**config.mk**
```make
export PLATFORM = sky130hd
export DESIGN_NAME = ebsd_ctrl
export DESIGN_NICKNAME = d
export VERILOG_FILES = /design/src/rtl/ebsd_pkg.sv /design/src/rtl/ebsd_ctrl.sv /design/src/rtl/ebsd_sync.sv
export SDC_FILE = /design/constraint.sdc
export NUM_CORES = 1
export LEC_CHECK = 0
export BUFFER_PORTS_ARGS = -buffer_cell sky130_fd_sc_hd__buf_4
export CAP_MARGIN = 20
export CORE_ASPECT_RATIO = 0.9
export CORE_MARGIN = 2
export CORE_UTILIZATION = 50
export CTS_CLUSTER_SIZE = 25
export DETAILED_ROUTE_END_ITERATION = 8
export HOLD_SLACK_MARGIN = 0.05
export PLACE_DENSITY = 0.77
export SYNTH_ARGS = -nofsm -noshare
export SYNTH_HDL_FRONTEND = slang
export SYNTH_HIERARCHICAL = 1
export SYNTH_SLANG_ARGS = --single-unit
```
**constraint.sdc**
```tcl
create_clock -name REF_CLK -period 2.3 [get_ports REF_CLK]
set_input_delay 0.46 -clock REF_CLK [delete_from_list [all_inputs] [get_ports REF_CLK]]
set_output_delay 0.46 -clock REF_CLK [all_outputs]
set_load 0.01 [all_outputs]
```
**src/rtl/ebsd_pkg.sv**
```systemverilog
/*
 * Shared constants and types for the external bus / synchronous DRAM block:
 * space select codes, area numbers, pin reassignment, command codes, reset
 * levels and the controller states.
 * Assumes a single 20 MHz system clock with a synchronous active-low reset.
 */
package ebsd_pkg;

    // system clock
    localparam int CLK_PERIOD_NS = 50;

    // space select field codes
    localparam logic [2:0] SEL_NORMAL     = 3'h0;
    localparam logic [2:0] SEL_DRAM_A2    = 3'h1;
    localparam logic [2:0] SEL_DRAM_A23   = 3'h2;
    localparam logic [2:0] SEL_DRAM_A25   = 3'h3;
    localparam logic [2:0] SEL_SDRAM      = 3'h4;
    localparam logic [2:0] SEL_SDRAM_MODE = 3'h5;

    // areas that can become memory space; area 2 supplies the sdram bus setup
    localparam logic [2:0] AREA_FIRST     = 3'h2;
    localparam logic [2:0] AREA_SECOND    = 3'h3;
    localparam logic [2:0] AREA_LAST      = 3'h5;
    localparam logic [2:0] AREA_SDRAM_CFG = 3'h2;

    // kind of space an area decodes to
    localparam logic [1:0] KIND_NORMAL = 2'h0;
    localparam logic [1:0] KIND_DRAM   = 2'h1;
    localparam logic [1:0] KIND_SDRAM  = 2'h2;

    // chip select pins reused in continuous sdram space
    localparam int CS_RAS   = 2;
    localparam int CS_CAS   = 3;
    localparam int CS_WE    = 4;
    localparam int CS_SDCLK = 5;

    // sdram space limited to 8 Mbytes, precharge select on an upper column line
    localparam logic [23:0] SD_ADDR_MASK = 24'h7fffff;
    localparam int          PRE_SEL_BIT  = 10;

    // command codes as {ras, cas, we} levels
    localparam logic [2:0] SD_CMD_NOP   = 3'h7;
    localparam logic [2:0] SD_CMD_READ  = 3'h5;
    localparam logic [2:0] SD_CMD_WRITE = 3'h4;

    // reset and idle levels
    localparam logic [7:0]  RST_CS    = 8'hff;
    localparam logic [1:0]  RST_ACK   = 2'h3;
    localparam logic [23:0] RST_ADDR  = 24'h000000;
    localparam logic [15:0] RST_DATA  = 16'h0000;
    localparam logic [2:0]  RST_CNT   = 3'h0;

    typedef enum logic [5:0] {
        ST_IDLE   = 6'h01,
        ST_T1     = 6'h02,
        ST_T2     = 6'h04,
        ST_SD_CMD = 6'h08,
        ST_SD_LAT = 6'h10,
        ST_SPARE  = 6'h20
    } ebsd_state_t;

    // area decode from the space select field
    function automatic logic [1:0] ebsd_area_kind(input logic [2:0] sel,
                                                  input logic [2:0] area);
        logic [1:0] k;
        logic       in_range;
        k        = KIND_NORMAL;
        in_range = (area >= AREA_FIRST) && (area <= AREA_LAST);
        case (sel)
            SEL_DRAM_A2:  if (area == AREA_FIRST) k = KIND_DRAM;
            SEL_DRAM_A23: if (area == AREA_FIRST || area == AREA_SECOND) k = KIND_DRAM;
            SEL_DRAM_A25: if (in_range) k = KIND_DRAM;
            SEL_SDRAM, SEL_SDRAM_MODE: if (in_range) k = KIND_SDRAM;
            default:      k = KIND_NORMAL;
        endcase
        return k;
    endfunction

endpackage

```
**src/rtl/ebsd_ctrl.sv**
```systemverilog
/*
 * External bus controller core: normal, DRAM and continuous sdram cycles,
 * idle-cycle pin levels and the write data buffer grant to internal accesses.
 * Assumes request and configuration inputs are on REF_CLK; WAIT_N and DATA_IN
 * come from pins and are synchronised here.
 */
`timescale 1ns/1ps
// Summary of operation
// space select field maps areas 2..5 to DRAM, sdram or sdram mode setting
// sdram space is at most 8 Mbytes
// sdram reads accept CAS latency 1 to 4
// sdram space reuses chip selects 2-4 as RAS/CAS/WE, OE as CKE, 5 as clock
// sdram accesses use the bus setup of area 2
// sdram accesses ignore wait pin and programmed waits
// sdram command is RAS/CAS/WE levels plus precharge select on upper column line
// idle cycle shows next cycle address and floats the data bus
// idle cycle drives strobes high, chip select low in RAS-down mode
// idle cycle inside DRAM refresh keeps chip select and CAS strobes low
// write buffer only active while its enable bit is 1
// buffered write runs alone in first state, then internal access in parallel
// unbuffered write holds internal access until it completes
module ebsd_ctrl
    import ebsd_pkg::*;
(
    // clock and reset
    input  wire logic        REF_CLK,
    input  wire logic        RST_N,
    // configuration
    input  wire logic        SPACE_SELECT_BIT2,
    input  wire logic        SPACE_SELECT_BIT1,
    input  wire logic        SPACE_SELECT_BIT0,
    input  wire logic [1:0]  CAS_LATENCY,
    input  wire logic [15:0] AREA_WAIT,
    input  wire logic        RAS_DOWN_MODE,
    input  wire logic        REFRESH_ACTIVE,
    input  wire logic        WRITE_BUFFER_ENABLE,
    // bus cycle request
    input  wire logic        REQ_VALID,
    input  wire logic        REQ_WRITE,
    input  wire logic [23:0] REQ_ADDR,
    input  wire logic [2:0]  REQ_AREA,
    input  wire logic [1:0]  REQ_BE,
    input  wire logic [15:0] REQ_WDATA,
    input  wire logic        REQ_DMA,
    input  wire logic [1:0]  REQ_DMA_CH,
    input  wire logic [2:0]  REQ_SD_CMD,
    input  wire logic        REQ_PRE_SEL,
    output logic             REQ_READY,
    output logic             DONE,
    output logic [15:0]      RDATA,
    // internal access arbitration
    input  wire logic        INT_REQ,
    output logic             INT_GRANT,
    // external pins
    input  wire logic        WAIT_N,
    input  wire logic [15:0] DATA_IN,
    output logic [15:0]      DATA_OUT,
    output logic             DATA_OE,
    output logic [23:0]      ADDR,
    output logic [7:0]       CHIP_SELECT_N,
    output logic             UPPER_BYTE_COL_STROBE_N,
    output logic             LOWER_BYTE_COL_STROBE_N,
    output logic             ADDRESS_STROBE_N,
    output logic             READ_STROBE_N,
    output logic             OUTPUT_ENABLE_N,
    output logic             HIGH_BYTE_WRITE_STROBE_N,
    output logic             LOW_BYTE_WRITE_STROBE_N,
    output logic [1:0]       DMA_ACKNOWLEDGE_N,
    output logic [1:0]       EXT_DMA_ACKNOWLEDGE_N
);
    ebsd_state_t state, next_state;
    logic [2:0]  sel;
    logic        sdram_mode;
    logic [1:0]  req_kind;
    logic        taken;
    logic        wait_n_s;
    logic [15:0] data_s;
    logic [2:0]  cnt, next_cnt;
    logic        phase, next_phase;
    logic [23:0] c_addr, next_c_addr;
    logic        c_write, next_c_write;
    logic [1:0]  c_be, next_c_be;
    logic [15:0] c_wdata, next_c_wdata;
    logic [2:0]  c_area, next_c_area;
    logic [1:0]  c_kind, next_c_kind;
    logic        c_dma, next_c_dma;
    logic [1:0]  c_ch, next_c_ch;
    logic [2:0]  c_cmd, next_c_cmd;
    logic        c_pre, next_c_pre;
    logic        next_done;
    logic [15:0] next_rdata;
    logic        next_grant;
    logic [7:0]  n_cs;
    logic        n_upper_byte_col_strobe, n_lower_byte_col_strobe, n_as, n_rd, n_oe, n_hwr, n_lwr, n_doe;
    logic [1:0]  n_dack, n_edack;
    logic [23:0] n_addr;
    logic [2:0]  cfg_area;

    // pins from outside pass two flip-flops first
    ebsd_sync #(.W(17)) u_sync (
        .clk   (REF_CLK),
        .rst_n (RST_N),
        .d     ({WAIT_N, DATA_IN}),
        .q     ({wait_n_s, data_s})
    );

    assign sel        = {SPACE_SELECT_BIT2, SPACE_SELECT_BIT1, SPACE_SELECT_BIT0};
    assign sdram_mode = (sel == SEL_SDRAM) || (sel == SEL_SDRAM_MODE);
    assign req_kind   = ebsd_area_kind(sel, REQ_AREA);
    // sdram commands start only when the next clock phase is low
    assign taken      = REQ_VALID && REQ_READY && (req_kind != KIND_SDRAM || phase);
    // sdram space borrows the area 2 setup, whose waits are then dropped
    assign cfg_area   = (c_kind == KIND_SDRAM) ? AREA_SDRAM_CFG : c_area;

    // cycle sequencing and next pin levels
    always_comb begin
        next_state   = state;
        next_cnt     = cnt;
        next_phase   = sdram_mode ? ~phase : 1'b0; // divider for memory clock
        next_c_addr  = c_addr;
        next_c_write = c_write;
        next_c_be    = c_be;
        next_c_wdata = c_wdata;
        next_c_area  = c_area;
        next_c_kind  = c_kind;
        next_c_dma   = c_dma;
        next_c_ch    = c_ch;
        next_c_cmd   = c_cmd;
        next_c_pre   = c_pre;
        next_done    = 1'b0;
        next_rdata   = RDATA;
        unique case (state)
            ST_IDLE: begin
                if (taken) begin
                    next_c_addr  = REQ_ADDR;
                    next_c_write = REQ_WRITE;
                    next_c_be    = REQ_BE;
                    next_c_wdata = REQ_WDATA;
                    next_c_area  = REQ_AREA;
                    next_c_kind  = req_kind;
                    next_c_dma   = REQ_DMA;
                    next_c_ch    = REQ_DMA_CH;
                    next_c_cmd   = REQ_SD_CMD;
                    next_c_pre   = REQ_PRE_SEL;
                    next_state   = (req_kind == KIND_SDRAM) ? ST_SD_CMD : ST_T1;
                end
            end
            ST_T1: begin
                next_state = ST_T2;
                next_cnt   = {1'b0, AREA_WAIT[{cfg_area, 1'b0} +: 2]};
            end
            ST_T2: begin
                if (cnt != RST_CNT) begin
                    next_cnt = cnt - 3'h1;
                end else if (wait_n_s) begin
                    next_state = ST_IDLE;
                    next_done  = 1'b1;
                    next_rdata = c_write ? RDATA : data_s;
                end
            end
            ST_SD_CMD: begin
                // no program or pin wait: one memory clock per command
                if (phase) begin
                    if (c_cmd == SD_CMD_READ) begin
                        next_state = ST_SD_LAT;
                        next_cnt   = {1'b0, CAS_LATENCY};
                    end else begin
                        next_state = ST_IDLE;
                        next_done  = 1'b1;
                    end
                end
            end
            ST_SD_LAT: begin
                // one count per memory clock rise, data on the last
                if (phase) begin
                    if (cnt == RST_CNT) begin
                        next_state = ST_IDLE;
                        next_done  = 1'b1;
                        next_rdata = data_s;
                    end else begin
                        next_cnt = cnt - 3'h1;
                    end
                end
            end
            default: next_state = ST_IDLE;
        endcase

        n_cs    = RST_CS;
        n_upper_byte_col_strobe  = 1'b1;
        n_lower_byte_col_strobe  = 1'b1;
        n_as    = 1'b1;
        n_rd    = 1'b1;
        n_oe    = 1'b1;
        n_hwr   = 1'b1;
        n_lwr   = 1'b1;
        n_dack  = RST_ACK;
        n_edack = RST_ACK;
        n_doe   = 1'b0;
        n_addr  = next_c_addr;
        if (next_state == ST_IDLE) begin
            // address runs ahead, data bus floats
            n_addr = REQ_VALID ? REQ_ADDR : next_c_addr;
            if (RAS_DOWN_MODE && next_c_kind == KIND_DRAM) begin
                n_cs[next_c_area] = 1'b0;
            end
            if (REFRESH_ACTIVE) begin
                n_cs[AREA_FIRST] = 1'b0;
                n_upper_byte_col_strobe           = 1'b0;
                n_lower_byte_col_strobe           = 1'b0;
            end
        end else begin
            if (next_c_dma) begin
                if (next_c_ch[1]) n_edack[next_c_ch[0]] = 1'b0;
                else              n_dack[next_c_ch[0]]  = 1'b0;
            end
            if (next_state == ST_T1 || next_state == ST_T2) begin
                n_cs[next_c_area] = 1'b0;
                n_as              = 1'b0;
            end
            if (next_state == ST_T2) begin
                if (next_c_kind == KIND_DRAM) begin
                    n_upper_byte_col_strobe = ~next_c_be[1];
                    n_lower_byte_col_strobe = ~next_c_be[0];
                end
                if (next_c_write) begin
                    n_doe = 1'b1;
                    if (next_c_kind != KIND_DRAM) begin
                        n_hwr = ~next_c_be[1];
                        n_lwr = ~next_c_be[0];
                    end
                end else begin
                    n_rd = 1'b0;
                    n_oe = 1'b0;
                end
            end
        end
        if (sdram_mode) begin
            // pins take their memory roles
            n_cs[CS_RAS]   = 1'b1;
            n_cs[CS_CAS]   = 1'b1;
            n_cs[CS_WE]    = 1'b1;
            n_cs[CS_SDCLK] = next_phase;
            n_oe           = 1'b1; // clock enable held active
            if (next_state == ST_SD_CMD) begin
                n_cs[CS_RAS] = next_c_cmd[2];
                n_cs[CS_CAS] = next_c_cmd[1];
                n_cs[CS_WE]  = next_c_cmd[0];
                n_addr       = next_c_addr & SD_ADDR_MASK;
                n_addr[PRE_SEL_BIT] = next_c_pre;
                n_doe        = (next_c_cmd == SD_CMD_WRITE);
            end
        end
        // internal access: parallel after the first write state only when buffered
        next_grant = INT_REQ && (next_state == ST_IDLE
                     || (WRITE_BUFFER_ENABLE && next_c_write && next_state == ST_T2));
    end

    // state, cycle context and registered pins
    always_ff @(posedge REF_CLK) begin
        if (!RST_N) begin
            state                    <= ST_IDLE;
            cnt                      <= RST_CNT;
            phase                    <= 1'b0;
            c_addr                   <= RST_ADDR;
            c_write                  <= 1'b0;
            c_be                     <= 2'h0;
            c_wdata                  <= RST_DATA;
            c_area                   <= 3'h0;
            c_kind                   <= KIND_NORMAL;
            c_dma                    <= 1'b0;
            c_ch                     <= 2'h0;
            c_cmd                    <= SD_CMD_NOP;
            c_pre                    <= 1'b0;
            REQ_READY                <= 1'b0;
            DONE                     <= 1'b0;
            RDATA                    <= RST_DATA;
            INT_GRANT                <= 1'b0;
            DATA_OUT                 <= RST_DATA;
            DATA_OE                  <= 1'b0;
            ADDR                     <= RST_ADDR;
            CHIP_SELECT_N            <= RST_CS;
            UPPER_BYTE_COL_STROBE_N  <= 1'b1;
            LOWER_BYTE_COL_STROBE_N  <= 1'b1;
            ADDRESS_STROBE_N         <= 1'b1;
            READ_STROBE_N            <= 1'b1;
            OUTPUT_ENABLE_N          <= 1'b1;
            HIGH_BYTE_WRITE_STROBE_N <= 1'b1;
            LOW_BYTE_WRITE_STROBE_N  <= 1'b1;
            DMA_ACKNOWLEDGE_N        <= RST_ACK;
            EXT_DMA_ACKNOWLEDGE_N    <= RST_ACK;
        end else begin
            state                    <= next_state;
            cnt                      <= next_cnt;
            phase                    <= next_phase;
            c_addr                   <= next_c_addr;
            c_write                  <= next_c_write;
            c_be                     <= next_c_be;
            c_wdata                  <= next_c_wdata;
            c_area                   <= next_c_area;
            c_kind                   <= next_c_kind;
            c_dma                    <= next_c_dma;
            c_ch                     <= next_c_ch;
            c_cmd                    <= next_c_cmd;
            c_pre                    <= next_c_pre;
            REQ_READY                <= (next_state == ST_IDLE);
            DONE                     <= next_done;
            RDATA                    <= next_rdata;
            INT_GRANT                <= next_grant;
            DATA_OUT                 <= next_c_wdata;
            DATA_OE                  <= n_doe;
            ADDR                     <= n_addr;
            CHIP_SELECT_N            <= n_cs;
            UPPER_BYTE_COL_STROBE_N  <= n_upper_byte_col_strobe;
            LOWER_BYTE_COL_STROBE_N  <= n_lower_byte_col_strobe;
            ADDRESS_STROBE_N         <= n_as;
            READ_STROBE_N            <= n_rd;
            OUTPUT_ENABLE_N          <= n_oe;
            HIGH_BYTE_WRITE_STROBE_N <= n_hwr;
            LOW_BYTE_WRITE_STROBE_N  <= n_lwr;
            DMA_ACKNOWLEDGE_N        <= n_dack;
            EXT_DMA_ACKNOWLEDGE_N    <= n_edack;
        end
    end

    // checks on the driven pins, the internal grant and the sdram cycle timing
    a_cke_held_high: assert property (@(posedge REF_CLK) disable iff (!RST_N)
        sdram_mode |=> OUTPUT_ENABLE_N) else $error("clock enable dropped in sdram space");
    a_idle_data_float: assert property (@(posedge REF_CLK) disable iff (!RST_N)
        state == ST_IDLE |-> !DATA_OE) else $error("data bus driven in idle");
    a_idle_strobes_high: assert property (@(posedge REF_CLK) disable iff (!RST_N)
        state == ST_IDLE |-> ADDRESS_STROBE_N && READ_STROBE_N && HIGH_BYTE_WRITE_STROBE_N
        && LOW_BYTE_WRITE_STROBE_N && (&DMA_ACKNOWLEDGE_N) && (&EXT_DMA_ACKNOWLEDGE_N))
        else $error("strobe low in idle");
    a_refresh_cas_low: assert property (@(posedge REF_CLK) disable iff (!RST_N)
        state == ST_IDLE && $past(REFRESH_ACTIVE) && !$past(sdram_mode)
        |-> !UPPER_BYTE_COL_STROBE_N && !LOWER_BYTE_COL_STROBE_N && !CHIP_SELECT_N[CS_RAS])
        else $error("refresh strobes released in idle");
    a_nobuf_grant_hold: assert property (@(posedge REF_CLK) disable iff (!RST_N)
        !$past(WRITE_BUFFER_ENABLE) && state != ST_IDLE |-> !INT_GRANT)
        else $error("internal access during unbuffered cycle");
    a_buf_first_state: assert property (@(posedge REF_CLK) disable iff (!RST_N)
        state == ST_T1 |-> !INT_GRANT) else $error("internal access in first write state");
    a_buf_parallel: assert property (@(posedge REF_CLK) disable iff (!RST_N)
        $rose(state == ST_T2) && c_write && $past(WRITE_BUFFER_ENABLE) && $past(INT_REQ)
        |-> INT_GRANT) else $error("buffered write did not release internal access");
    a_sd_cmd_length: assert property (@(posedge REF_CLK) disable iff (!RST_N)
        $rose(state == ST_SD_CMD) |-> ##1 state == ST_SD_CMD ##1 state != ST_SD_CMD)
        else $error("sdram command not one memory clock");
    a_sd_cmd_pins: assert property (@(posedge REF_CLK) disable iff (!RST_N)
        state == ST_SD_CMD |-> CHIP_SELECT_N[4:2] == {c_cmd[0], c_cmd[1], c_cmd[2]}
        && ADDR[PRE_SEL_BIT] == c_pre && !ADDR[23]) else $error("sdram command pins wrong");
    a_sd_latency_bound: assert property (@(posedge REF_CLK) disable iff (!RST_N)
        $rose(state == ST_SD_LAT) |-> ##[1:8] DONE) else $error("read data late");

endmodule

```
**src/rtl/ebsd_sync.sv**
```systemverilog
/*
 * Two flip-flop synchroniser for pin inputs of any width.
 * Assumes the inputs are quasi-static across a clock or tolerate a cycle of
 * skew between bits (bus data is only sampled once settled).
 */
`timescale 1ns/1ps
module ebsd_sync #(
    parameter int W = 1
) (
    // clock and reset
    input  wire logic         clk,
    input  wire logic         rst_n,
    // asynchronous in, synchronous out
    input  wire logic [W-1:0] d,
    output logic      [W-1:0] q
);
    logic [W-1:0] meta;

    // first stage feeds only the second stage
    always_ff @(posedge clk) begin
        if (!rst_n) begin
            meta <= '0;
            q    <= '0;
        end else begin
            meta <= d;
            q    <= meta;
        end
    end

endmodule

```
# == Word-level counts from Yosys, hierarchy flattened ==
# Index checks and enable logic that the tools add are counted.
# Widths: inputs -> output; s select.
# totals
register_bits,162
out_inout_bits,79
word_cells,191
# classes
n_addsub,1
n_lt_le_gt_ge,6
eq_ne,32
shifts,1
mux,82
bitwise_logic,11
n_reduce_logical,27
# op_table
cell,count
$mux 24,6
$mux 16,5
$mux 6,6
$mux 1,34
$mux 3,11
$pmux 16 s2,1
$pmux 6 s5,1
$mux 8,3
$ne 2x2->1 const B,9
$shiftx 16x5->2,1
$mux 2,7
$eq 3x2->1 const B,4
$eq 3x3->1 const B,4
$eq 6x1->1 const B,2
$eq 6x2->1 const B,2
$eq 6x3->1 const B,2
$eq 6x4->1 const B,2
$pmux 3 s4,1
$reduce_and 6->1,2
$logic_and 1x1->1,9
$not 1->1,9
$mux 4,2
$not 8->8,1
$pmux 2 s4,1
other kinds (26),35

# == Depth between registers and ports, before layout ==
# depth
ltp_word,18
ltp_mapped,10

# == By module ==
# Netlist, hierarchy kept.
# by_module_without_submodules
mod,n_inst,cells_per_inst,area_per_inst_um2,seq_area_each_um2
ebsd_ctrl,1,565,5283.8,2562.5
ebsd_sync,1,71,950.9,680.7

# == Worst setup path after synthesis ==
# No wires, ideal clock.
# synth_timing
path_kind,register -> register
startpoint,register cnt[0]
endpoint,register LOW_BYTE_WRITE_STROBE_N
t_arrival_ns,1.930
required_ns,2.180
setup_slack_ns,0.250
path_stages_with_launch,11
path_buffers,1
path_cell_list,dfxtp_1 -> inv_1 -> ha_1 -> and3b_1 -> nand4_1 -> o211ai_2 -> or3_1 -> buf_6 -> nor4_4 -> nand2_1 -> or2_1
# synth_via
elab_chain_len,7
word_cells_on_any_way,10
classes_between,eq/ne: 2; mux: 4; bitwise: 1; reduce/logical: 3
# synth_rtl
element,line_no,text
from (decl),ebsd_ctrl.sv:78,"logic [2:0] cnt, next_cnt;"
from (signal assigned),ebsd_ctrl.sv:293,cnt <= next_cnt;
$logic_not 3->1,ebsd_ctrl.sv:176,if (cnt == RST_CNT) begin
$mux 6,ebsd_ctrl.sv:176,
$mux 6,ebsd_ctrl.sv:175,if (phase) begin
$pmux 6 s5 (*),ebsd_ctrl.sv:132,unique case (state)
$eq 6x3->1,ebsd_ctrl.sv:220,if (next_state == ST_T2) begin
$not 1->1 (no source line),n/a,
$reduce_or 5->1 (no source line) (*),n/a,
to (signal assigned),ebsd_ctrl.sv:319,LOW_BYTE_WRITE_STROBE_N <= n_lwr;
to (decl),ebsd_ctrl.sv:67,"output logic LOW_BYTE_WRITE_STROBE_N,"
# Mark *: on every way between the ends. The rest lies on a longest branch, timed or not.
# A chain may end at the register's enable or synchronous reset.

# == Final worst setup path ==
# layout_timing
startpoint,register cnt[0]
endpoint,register CHIP_SELECT_N[3]
# layout_via
elab_chain_len,9
word_cells_on_any_way,15
classes_between,eq/ne: 4; mux: 8; reduce/logical: 3
# layout_rtl
element,line_no,text
$logic_not 3->1,ebsd_ctrl.sv:176,
$mux 6,ebsd_ctrl.sv:176,
$mux 6,ebsd_ctrl.sv:175,
$pmux 6 s5 (*),ebsd_ctrl.sv:132,
$eq 6x2->1 or $eq 6x3->1 (tied branches),ebsd_ctrl.sv:216,if (next_state == ST_T1 || next_state == ST_T2) begin
$logic_or 1x1->1,ebsd_ctrl.sv:216,
$mux 8,ebsd_ctrl.sv:216,
$mux 8,ebsd_ctrl.sv:200,if (next_state == ST_IDLE) begin
$mux 4 (*),ebsd_ctrl.sv:237,if (sdram_mode) begin
to (signal assigned),ebsd_ctrl.sv:312,CHIP_SELECT_N <= n_cs;
to (decl),ebsd_ctrl.sv:60,"output logic [7:0] CHIP_SELECT_N,"
# Marked as above.

==> run metrics <==
Switching Power=1.47 mW; crit-path max FO=4; H-tree depth=4; DR vias/cell=5.29; Max Cap Viol=0; Worst-path clk slew=0.06 ns; Switching Fraction=23.1%; clk sinks=162; initial core utilization=51.4%; final core utilization=69.1%; Max VDD drop=573 µV; Fmax=445 MHz; fraction of layout instances using a drive strength above 1=39.8%; CTS tree=built; final instance count without filler cells=996; Mapped Area=6230 µm²; met1 usage=29.4%; Yosys cell types=74; FF+latch count, synth=162; I/O Buffers=176; Final #Nets=923; total congestion overflow=0; post-synthesis sequential area ratio=52.0%; clk buf depth=2; DRC viols=0; Async SR Flop Fraction=0%; global route hottest layer=met2; post-synth top area share=52.0%; Die H=110 µm; Final setup viols=0; Area contributors post-synth=dfxtp_1 52%, nand2_1 5.7%, mux2i_1 4.2%; fin crit period=2.25 ns; Final Hold Fails=0; CORE AREA=12,100 µm²; Req. time, crit path=2.57 ns; slowest cell on the critical path=or3_4; CP arrival=2.52 ns; post-synth net total=736; CTS buffer count=17; Pint=4.90 mW; Synth Area per Inst=9.80 µm²; CP Launch Type=flop; Final Cycle Share=97.7%; Slew headroom=62.8%; worst skew pair latency=0.42 ns; synthesized instance count=636; Logic pwr share=9.4%; Crit path max-delay family=simple AND/OR/NAND/NOR gates; Via Count=5,265; crit-path max cell delay=0.40 ns; status=complete, no violations; Iter 0 DRT Violations=347; power per cell area=760 nW/µm²; fin. max-slew vios=0; Clk network pwr share=44.3%; n_diodes=0; gr usage total=24.1%; met2 usage=39.8%; Slew @ Worst Pin=0.553 ns; Detailed Place HPWL=11.2 mm; Die X-Extent=122 µm; Root Buffer=clkbuf_16; dominant synthesized flop cell=dfxtp_1; final clock skew=0.00803 ns; Site Rows=38; largest net degree at the start of global routing=47; Leakage=3.53 nW; met3 Usage GRT=8.20%; cell chain of the critical path=inv_1 > ha_2 > and3b_2 > nand4_1 > o211ai_2 > or3_4 > buf_4 > o21ai_2 > nor2b_4 > a41oi_2; Area growth, synth to finish=34.4%; first-pass GRT wire length=24.9 mm; Yosys top cell by area=dfxtp_1; Post-synth EDFFs=0; GP Congestion=0.909; Hold-fix buffers, CTS=0; vias in the first global route=5,080; YS warnings=6; Total Wirelength=15.9 mm; die area=13,400 µm²; Hold Crit Class=in2reg; routed length per instance=16.0 µm; CP Capture Type=flop; initial antenna violation count=0; cell total after placement=960; first-pass iteration count of the detailed router=5; worst setup path class=reg2reg; # IOs=177; Worst Path Buf+Inv=2; Flop pwr share=46.3%; Routed Antenna Nets=0
## kinds of logic (layout without fill, tap and decap cells)
kind of cell	after synthesis	count (layout)	share of synthesized area, %
xor gates and xnor gates	3	3	0.542
and+or+nand+nor	274	274	23.2
other	1	1	0.0601
AOI/OAI and AO/OA	123	123	15.1
adders and majority gates	2	2	0.401
buffers and inverters	44	244	4.37
muxes	27	27	4.39
DFF	162	162	52.0
## per-layer routing
metal,vias up,wire (µm)
met4,0,325
met5,-,0
met3,31,1550
met1,2457,6530
met2,239,7510
li1,2538,-
## metrics by stage
step,setup TNS (ns),power [mW],area [µm²],setup WS (ns),hold slack [ns]
floorplan,0,3.30,6230,0.250,0.420
global placement,0,3.57,7730,0.0692,0.428
detailed placement,-0.105,3.60,7730,-0.0444,0.433
CTS,0,6.40,8330,0.00136,0.243
global route,-0.0499,6.59,8380,-0.0247,0.244
finish,0,6.37,8380,0.0521,0.254
## cells in the mapped netlist, drive strengths merged (2+ instances only)
cell type	n
o2bb2ai	3
mux2i	27
o311a	2
nand4	5
nand2b	8
o32a	2
o21ai	16
a31oi	8
dfxtp	162
o22ai	2
o211ai	2
clkbuf	13
nand3b	3
nor3b	2
and3b	2
a41oi	3
a21oi	51
xor2	3
ha	2
a211oi	3
a221oi	2
a22oi	2
or2	2
nor2b	5
nand4b	4
nor3	6
nor2	62
inv	10
and2	42
buf	21
nand2	111
nand3	15
o22a	20
nor4	3
## power groups by stage
stage | Clock (mW) | Combinational, mW | Sequential, mW
2_1_floorplan | 0 | 0.276 | 3.02
3_3_place_gp | 0 | 0.571 | 3.00
3_5_place_dp | 0 | 0.589 | 3.01
4_1_cts | 2.85 | 0.597 | 2.95
5_1_grt | 2.98 | 0.650 | 2.95
6_report | 2.82 | 0.601 | 2.95
## cells in the final DEF, fill, tap and decap left out, drive strengths merged, types with 3 or more instances in the layout
cell type	instances
a211oi	3
a21oi	51
a31oi	8
a41oi	3
and2	42
buf	202
clkbuf	21
clkinv	6
dfxtp	162
inv	12
mux2i	27
nand2	111
nand2b	8
nand3	15
nand3b	3
nand4	5
nand4b	4
nor2	62
nor2b	5
nor3	6
nor4	3
o21ai	16
o22a	20
o2bb2ai	3
xor2	3
## worst paths after layout
kind / startpoint / end / slack [ns] / depth (start not counted)
min reg2reg: u_sync/meta[15] / u_sync/q[15] / 0.45 / 1
max: cnt[0] / CHIP_SELECT_N[3] / 0.05 / 10
max reg2reg: cnt[0] / CHIP_SELECT_N[3] / 0.05 / 10
min: DATA_IN[11] / u_sync/meta[11] / 0.25 / 2
## flip-flops by register name (all words and copies together) (netlist names), 2 cells and up
signal / flops
CHIP_SELECT_N: 8
ADDR: 24
EXT_DMA_ACKNOWLEDGE_N: 2
c_wdata: 16
DMA_ACKNOWLEDGE_N: 2
c_area: 3
u_sync/q: 17
c_kind: 2
RDATA: 16
state: 6
c_be: 2
c_ch: 2
c_cmd: 3
u_sync/meta: 17
c_addr: 24
cnt: 3
## timing repair
item / CTS / global route
endpoints found under the setup margin: 9 / 46
resized for setup: 2 / 5
endpoints found under the hold margin: 0 / 0
setup buffers: 0 / 4
pin swaps: 0 / 4
## layout make-up
type | count | area (µm²)
fill | 924 | 3740
sequential | 162 | 3240
multi-input combinational | 430 | 2760
timing repair buffer | 202 | 1540
clock buffer | 21 | 470
tap | 160 | 200
clock inverter | 11 | 126
inverter | 10 | 37.5
(Power assumes the default switching activity.)
